File: src/rtl/srw_pkg.sv
// Package for the supervisor reset watchdog block.
// Assumes a 125 MHz system clock; analog comparators arrive as digital flags.
package srw_pkg;

  // ----------------------------------------------------------------
  // Timing constants
  // ----------------------------------------------------------------
  localparam longint unsigned CLK_HZ = 64'd125000000;
  localparam int RESET_PULSE_TIME_MS = 200;
  localparam int WATCHDOG_TIMEOUT_TIME_MS = 1600;
  localparam int SERVICE_PULSE_MIN_WIDTH_NS = 50;
  // Timebase tick of 1 ms; the intervals count ticks.
  localparam int TICK_US = 1000;
  localparam int TICK_CYCLES = int'((CLK_HZ * TICK_US) / 64'd1000000);
  localparam int RESET_PULSE_TICKS = RESET_PULSE_TIME_MS * 1000 / TICK_US;
  localparam int WATCHDOG_TIMEOUT_TICKS = WATCHDOG_TIMEOUT_TIME_MS * 1000 / TICK_US;
  localparam int TICK_W = 17;
  localparam int COUNT_W = 12;

  // ----------------------------------------------------------------
  // Reset values and states
  // ----------------------------------------------------------------
  localparam logic RESET_ACTIVE_HIGH_DEFAULT = 1'b0;
  localparam logic [1:0] SYNC_RESET_VALUE = 2'h0;

  typedef enum logic [1:0] {
    SRW_POWER_DOWN = 2'h0,
    SRW_RESET_PULSE = 2'h1,
    SRW_RUN = 2'h3
  } srw_state_t;

  // Comparator flags from the analog front end.
  typedef struct packed {
    logic mainAboveThreshold;
    logic mainAboveBackup;
    logic mainFarBelowBackup;
    logic powerFailAboveRef;
    logic mainAboveMinimum;
  } srw_cmp_t;

  // Comparator synchroniser value after reset: supply low but above backup.
  // This keeps reset asserted without a false switch to the backup supply.
  localparam srw_cmp_t CMP_SYNC_RESET = 5'h08;

  // Watchdog service input seen as a level plus a float detect.
  typedef struct packed {
    logic level;
    logic floating;
  } srw_wdi_t;

endpackage : srw_pkg

File: src/rtl/srw_supervisor.sv
// Supervisor reset watchdog: reset pulse generator, watchdog, supply
// switchover control and power-fail flag.
// Assumes comparator and watchdog inputs come from pins and are synchronised here; reset_n is used unsynchronised.
//
// Summary of operation
// - Reset pulse on power-up, power-down and watchdog expiry.
// - Pulse lasts 200 ms; polarity set by build parameter.
// - Rising supply past threshold holds reset one full pulse time.
// - Supply below threshold asserts reset, held down to 1.1 V.
// - Watchdog input unchanged beyond 1.6 s timeout causes reset.
// - After a pulse a fresh interval starts; edge or float restarts it.
// - Held watchdog input repeats resets every timeout plus pulse width.
// - A 50 ns level change still counts as service.
// - Switch to backup only when main below threshold and below backup.
// - Return to main as soon as main exceeds threshold.
// - Threshold is a build option, 4.65 V or 4.4 V.
// - In backup mode reset asserted, power-fail low, watchdog off.
// - Main 1.1 V below backup freezes comparator outputs in backup state.
// - Power-fail output low when sense input below 1.25 V reference.
`timescale 1ns/1ps
module srw_supervisor
  import srw_pkg::*;
#(
  parameter logic RESET_ACTIVE_HIGH = RESET_ACTIVE_HIGH_DEFAULT,
  parameter logic THRESHOLD_LOW_OPTION = 1'b0,
  parameter int TICK_DIV = TICK_CYCLES,
  parameter int PULSE_TICKS = RESET_PULSE_TICKS,
  parameter int TIMEOUT_TICKS = WATCHDOG_TIMEOUT_TICKS
) (
  input wire logic clk,
  input wire logic reset_n,
  input wire srw_cmp_t cmpIn,
  input wire srw_wdi_t watchdogServiceInput,
  output logic processorReset,
  output logic powerFailFlagOutput,
  output logic backupPathSwitches,
  output logic mainPathSwitches,
  output logic thresholdSelect
);

  // ----------------------------------------------------------------
  // Synchronisers
  // ----------------------------------------------------------------
  // Two stages for every pin flag; only the second stage is read.
  srw_cmp_t cmpS1Reg, cmpS2Reg;
  srw_wdi_t wdiS1Reg, wdiS2Reg, wdiPrevReg;
  always_ff @(posedge clk) begin
    if (!reset_n) begin
      cmpS1Reg <= CMP_SYNC_RESET;
      cmpS2Reg <= CMP_SYNC_RESET;
      wdiS1Reg <= '0;
      wdiS2Reg <= '0;
      wdiPrevReg <= '0;
    end else begin
      cmpS1Reg <= cmpIn;
      cmpS2Reg <= cmpS1Reg;
      wdiS1Reg <= watchdogServiceInput;
      wdiS2Reg <= wdiS1Reg;
      wdiPrevReg <= wdiS2Reg;
    end
  end

  // A short pulse is only caught if it spans a clock edge; at 8 ns per
  // cycle a 50 ns pulse spans several, so no separate latch is needed.
  logic serviceEvent;
  assign serviceEvent = (wdiS2Reg.level != wdiPrevReg.level) || wdiS2Reg.floating;

  // ----------------------------------------------------------------
  // Backup mode and frozen comparators
  // ----------------------------------------------------------------
  logic backupReg, backupNext, frozenReg, frozenNext;
  logic pfoReg, pfoNext;
  logic mainReg, mainNext;
  always_comb begin
    frozenNext = backupReg && cmpS2Reg.mainFarBelowBackup;
    backupNext = backupReg;
    pfoNext = pfoReg;
    if (cmpS2Reg.mainAboveThreshold) begin
      backupNext = 1'b0;
    end else if (!frozenReg && !cmpS2Reg.mainAboveBackup) begin
      backupNext = 1'b1;
    end
    if (backupNext) begin
      pfoNext = 1'b0;
    end else begin
      pfoNext = cmpS2Reg.powerFailAboveRef;
    end
    // The main path is the complement, kept in its own flop so the pin is registered.
    mainNext = !backupNext;
  end
  always_ff @(posedge clk) begin
    if (!reset_n) begin
      backupReg <= 1'b0;
      frozenReg <= 1'b0;
      pfoReg <= 1'b0;
      mainReg <= 1'b1;
    end else begin
      backupReg <= backupNext;
      frozenReg <= frozenNext;
      pfoReg <= pfoNext;
      mainReg <= mainNext;
    end
  end

  // ----------------------------------------------------------------
  // Timebase and reset/watchdog state machine
  // ----------------------------------------------------------------
  // One free-running divider keeps long counts narrow.
  logic [TICK_W-1:0] divReg, divNext;
  logic tick;
  assign tick = (divReg == TICK_W'(TICK_DIV - 1));
  always_comb begin
    divNext = tick ? '0 : divReg + 1'b1;
  end

  srw_state_t stateReg, stateNext;
  logic [COUNT_W-1:0] cntReg, cntNext;
  logic rstReg, rstNext;
  always_comb begin
    stateNext = stateReg;
    cntNext = cntReg;
    unique case (stateReg)
      SRW_POWER_DOWN: begin
        cntNext = '0;
        if (cmpS2Reg.mainAboveThreshold) begin
          stateNext = SRW_RESET_PULSE;
        end
      end
      SRW_RESET_PULSE: begin
        if (tick) begin
          cntNext = cntReg + 1'b1;
        end
        if (tick && cntReg == COUNT_W'(PULSE_TICKS - 1)) begin
          stateNext = SRW_RUN;
          cntNext = '0;
        end
      end
      SRW_RUN: begin
        if (serviceEvent) begin
          cntNext = '0;
        end else if (tick) begin
          cntNext = cntReg + 1'b1;
        end
        if (!serviceEvent && tick && cntReg == COUNT_W'(TIMEOUT_TICKS - 1)) begin
          stateNext = SRW_RESET_PULSE;
          cntNext = '0;
        end
      end
      default: begin
        stateNext = SRW_POWER_DOWN;
        cntNext = '0;
      end
    endcase
    // Low supply or backup mode overrides everything and stops the watchdog.
    if (!cmpS2Reg.mainAboveThreshold || backupNext) begin
      stateNext = SRW_POWER_DOWN;
      cntNext = '0;
    end
    rstNext = (stateNext != SRW_RUN) ^ RESET_ACTIVE_HIGH ? 1'b0 : 1'b1;
  end

  always_ff @(posedge clk) begin
    if (!reset_n) begin
      divReg <= '0;
      stateReg <= SRW_POWER_DOWN;
      cntReg <= '0;
      rstReg <= RESET_ACTIVE_HIGH; // Processor reset is held asserted while the block is in reset.
    end else begin
      divReg <= divNext;
      stateReg <= stateNext;
      cntReg <= cntNext;
      rstReg <= rstNext;
    end
  end

  // Threshold option is fixed per build and exported for the comparator.
  logic thrReg;
  always_ff @(posedge clk) begin
    if (!reset_n) begin
      thrReg <= 1'b0;
    end else begin
      thrReg <= THRESHOLD_LOW_OPTION;
    end
  end

  assign processorReset = rstReg;
  assign powerFailFlagOutput = pfoReg;
  assign backupPathSwitches = backupReg;
  assign mainPathSwitches = mainReg;
  assign thresholdSelect = thrReg;

  // ----------------------------------------------------------------
  // Assertions
  // ----------------------------------------------------------------
  logic resetActive;
  assign resetActive = (rstReg == RESET_ACTIVE_HIGH);
endmodule : srw_supervisor

File: config.mk
export PLATFORM = sky130hd
export DESIGN_NAME = srw_supervisor
export DESIGN_NICKNAME = d
export VERILOG_FILES = /design/src/rtl/srw_pkg.sv /design/src/rtl/srw_supervisor.sv
export SDC_FILE = /design/constraint.sdc
export NUM_CORES = 1
export LEC_CHECK = 0
export ABC_CLOCK_PERIOD_IN_PS = 2300
export BUFFER_PORTS_ARGS = -buffer_cell sky130_fd_sc_hd__buf_2
export CAP_MARGIN = 25
export CORE_MARGIN = 5
export CORE_UTILIZATION = 50
export DETAILED_ROUTE_END_ITERATION = 8
export PLACE_DENSITY_LB_ADDON = 0.08
export SLEW_MARGIN = 15
export SYNTH_ARGS = -nofsm -noshare
export SYNTH_HDL_FRONTEND = slang
export SYNTH_SLANG_ARGS = --single-unit
File: constraint.sdc
create_clock -name clk -period 2.3 [get_ports clk]
set_input_delay 0.69 -clock clk [delete_from_list [all_inputs] [get_ports clk]]
set_output_delay 0.69 -clock clk [all_outputs]
set_load 0.005 [all_outputs]
* After elaboration in Yosys (flattened, before gate mapping) *
Cells that the tools add are included.
Widths: inputs -> output; s select.

operators by class
  $add $sub $neg = 2
  eq/ne operators = 7
  muxes and demuxes = 13
  bitwise operators = 1
  reduce and logical (&&, ||, !) cells = 16

operator list
  kind                   count
  $mux 12                4
  $pmux 12 s2            1
  $add 17x1->17 const B  1
  $eq 17x17->1 const B   1
  $add 12x1->12 const B  1
  $eq 12x11->1 const B   1
  $eq 12x8->1 const B    1
  $mux 2                 4
  $pmux 2 s3             1
  $reduce_or 2->1        3
  $logic_and 1x1->1      5
  $logic_not 1->1        5
  $mux 1                 3
  $eq 2x1->1 const B     1
  $eq 2x2->1 const B     1
  $logic_not 2->1        1
  $logic_or 1x1->1       2
  $ne 2x2->1 const B     1
  $ne 1x1->1             1
  $not 1->1              1

storage, ports and cells
  flip-flop bits (word level) = 49
  bits of input ports = 9
  word-level logic and storage cells = 60

* Depth between registers and ports, before layout *
  word-level depth = 10
  depth in mapped cells = 7
  depth with buffers taken out = 6

* Least setup slack after synthesis *
Ideal clock, no wire load.

  path kind = flip-flop to flip-flop
  start point = register divReg[3]
  end point = register cntReg[0]
  setup time = 0.129 ns
  data arrival time = 1.878 ns
  path slack = 0.293 ns
  cell stages (with the launch flop) = 6
  path buffers = 0
  clock period less this slack = 2.007 ns
  cells stage by stage = dfxtp_1 or4b_4 nor4_4 nand4_2 o211ai_4 nor2_2

between the ends
  longest elaborated chain between the ends = 5
  elaborated cells between the ends (all ways) = 9
  classes of those cells = 1 x eq/ne; 5 x mux; 3 x reduce/logical

ends and longest elaborated chain
  what                                                              line                   source
  from (decl)                                                       srw_supervisor.sv:109  logic [TICK_W-1:0] divReg, divNext;
  from (signal assigned)                                            srw_supervisor.sv:169  divReg <= divNext;
  $eq 17x17->1 *                                                    srw_supervisor.sv:111  assign tick = (divReg == TICK_W'(TICK_DIV - 1));
  $mux 12 / $logic_and 1x1->1 (equally long branches) (2 in a row)  n/a
  $mux 12                                                           srw_supervisor.sv:144  if (!serviceEvent && tick && cntReg == COUNT_W'(TIMEOUT_TICKS - 1)) begin
  $pmux 12 s2 *                                                     srw_supervisor.sv:122  unique case (stateReg)
  to (signal assigned)                                              srw_supervisor.sv:171  cntReg <= cntNext;
  to (decl)                                                         srw_supervisor.sv:117  logic [COUNT_W-1:0] cntReg, cntNext;

Every way passes the cells marked *; elsewhere a longest branch is shown, timed or not.
A chain may end at the register's enable or synchronous reset.

* Worst setup path after layout *
  start point = register divReg[3]
  end point = register cntReg[2]

The elaborated chain is that of the path after synthesis.

==> impl_metrics.ini <==
[placed_design]
place_area_sq_um = 2130
pre_cts_slack_ns = 0.0790
globalplace.congestion = 0.779
numPortBuffers = 11
hpwl_mm = 2.43
dp.cells = 264

[floorplan]
dieHeight_um = 73.6
fp.dieW_um = 73.6
io_pins = 14
fp.coreArea_sq_um = 3970
dieArea_sq_um = 5420
initial_core_util = 0.509
rows = 23

[clocking]
cts_setup_buffers = 0
cts.sinks = 49
cts-resized-gates = 0
holdBufCountCts = 0
cts_tree = built
clk_path_buf_depth = 2
clock-root-buffer = clkbuf_8
cts_made_buffers = 5
clk_pin_slew_ns = 0.09
htreeDepth = 2
clk_latency_ns = 0.30

[grt]
grt_max_degree = 21
grt.total_usage = 0.140
grt_pass1_vias = 1325
antenna_found_initial = 0
grt-ovfl-total = 0
grt_pass1_wl_mm = 5.93

[yosys]
ys_ff_latch = 49
synth_area_sq_um = 2020
yosys_warnings = 0
syn_nets = 215
synth_cells = 204
async_reset_ff_frac = 0
ys_seq_area_frac = 0.485
synth_edf_count = 0
yosys.cell_types.count = 35
avgSynthCellArea_sq_um = 9.91
synth_top_flop_cell = dfxtp_1

[power]
max-vdd-ir-drop_mv = 0.399
power_density_nw_per_um2 = 669
pwr-share-seq = 0.576
total_leakage_power_nw = 0.904
swShare = 0.199
clkPwrFrac = 0.394
p_comb_frac = 0.029
power.internal_mw = 1.21
power_mw = 1.51
power.switching_mw = 0.302

[setup_path]
end_kind = flop
crit_family = simple AND/OR/NAND/NOR gates
crit_type = reg2reg
crit_fanout = 10
crit_required_ns = 2.50
startpoint_type = flop
worst_ep_arrival_time_ns = 2.29
critPathSlowestCell = or4b_4
crit_buf_inv = 1
path_cells = or4b_4, nor4_4, nand4_2, o211ai_4, buf_12, nor2_2
slowest_delay_ns = 0.59

[layout]
mostFrequentLayoutCells = dfxtp_1 (49), nor2_1 (27), xor2_1 (22), nand3_1 (15), and2_1 (12)
fin_util = 0.570
final_cells = 273
layout.nets = 233
stdcell_area_sq_um = 2260
drive_above_1_share = 0.197
layout_commonest_cell = dfxtp_1
n_antenna_cell = 0
area_growth_pct = 12.0

[min_path]
hold_path_class = reg2reg

[sta]
timing.fmax_ghz = 0.478
setup_ws_ns = 0.210
finalSetupViolations = 0
rsz0062_at_grt = no
clock_skew_ns = 0.00850
layout_min_cycle_time_ns = 2.09
fin_setup_tns_ns = 0
period_share = 0.909
final-hold-violation-count = 0
slew_viol_final = 0
holdWs_ns = 0.421

[detailed_routing]
vias = 1413
post_drt_wl_per_cell_um = 12.2
ant_nets = 0
viasPerCell = 5.18
route.detailed.drc = 0
drt-initial-drc-count = 64
wl_mm = 3.34
firstDrtPassIters = 4

[run]
maxCapViolCount = 0

[run_status]
status = finished, final reports clean
worst register-to-register path: stages (launching register included):
cell      delay, ns
dfxtp_1        0.35
or4b_4         0.59
nor4_4         0.39
nand4_2        0.22
o211ai_4       0.25
buf_12         0.16
nor2_2         0.04
flip-flops by register name, summed over array words and instances (netlist names), 2 cells and up:
name and flops:
divReg 17, cntReg 12, cmpS1Reg 4, cmpS2Reg 4, stateReg 2, wdiS1Reg 2, wdiS2Reg 2
cell type report:
cell class	instances	area (sq um)
Clock buffer	6	72.6
Clock inverter	2	38.8
Fill cell	350	1710
Inverter	3	11.3
Multi-Input combinational cell	147	993
Sequential cell	49	981
Tap cell	50	62.6
Timing Repair Buffer	16	105
logic make-up (layout without fill, tap and decap cells):
logic type | Yosys count | in the layout | synth area share
adders and majority gates | 2 | 2 | 0.0124
other | 1 | 1 | 0.00185
buffers and inverters | 8 | 27 | 0.0235
DFF | 49 | 49 | 0.485
xor gates and xnor gates | 26 | 26 | 0.113
and+or+nand+nor | 109 | 109 | 0.327
AOI/OAI and AO/OA | 9 | 9 | 0.0371
power by group through the flow:
stage | sequential [mW] | clock, mW | combinational (mW)
after CTS | 0.873 | 0.620 | 0.0453
after detailed placement | 0.893 | 0 | 0.0451
after global routing | 0.875 | 0.649 | 0.0506
after floorplan | 0.892 | 0 | 0.0313
final | 0.873 | 0.597 | 0.0444
after global placement | 0.893 | 0 | 0.0430
synthesized netlist by cell type, drive strengths merged (2+ instances only):
| master | count | area (sq um) |
|---|---|---|
| dfxtp | 49 | 981 |
| nor2 | 36 | 158 |
| xor2 | 22 | 193 |
| nand3 | 15 | 75.1 |
| and2 | 12 | 75.1 |
| nand4 | 11 | 81.3 |
| nand2 | 9 | 38.8 |
| and3 | 7 | 43.8 |
| and4 | 5 | 43.8 |
| a21oi | 4 | 23.8 |
| xnor2 | 4 | 35.0 |
| clkbuf | 3 | 21.3 |
| inv | 3 | 11.3 |
| nand2b | 3 | 18.8 |
| nor4 | 3 | 48.8 |
| a211oi | 2 | 15.0 |
| buf | 2 | 15.0 |
| ha | 2 | 25.0 |
| nor4b | 2 | 17.5 |
final timing paths:
| check | slack, ns | start | to | depth (start not counted) |
|---|---|---|---|---|
| max reg2reg | 0.21 | divReg[3] | cntReg[2] | 6 |
| min reg2reg | 0.42 | cmpS1Reg[3] | cmpS2Reg[3] | 1 |
| min | 0.42 | cmpS1Reg[3] | cmpS2Reg[3] | 1 |
| max | 0.21 | divReg[3] | cntReg[2] | 6 |
layer usage:
layer  vias up  part of all wire  global-route usage
met2        19              0.47               0.231
met1       656              0.48               0.171
met3         7             0.030              0.0328
met4         0             0.020              0.0664
met5         -                 0                   0
li1        731                 -                   -
(Power assumes the default switching activity.)
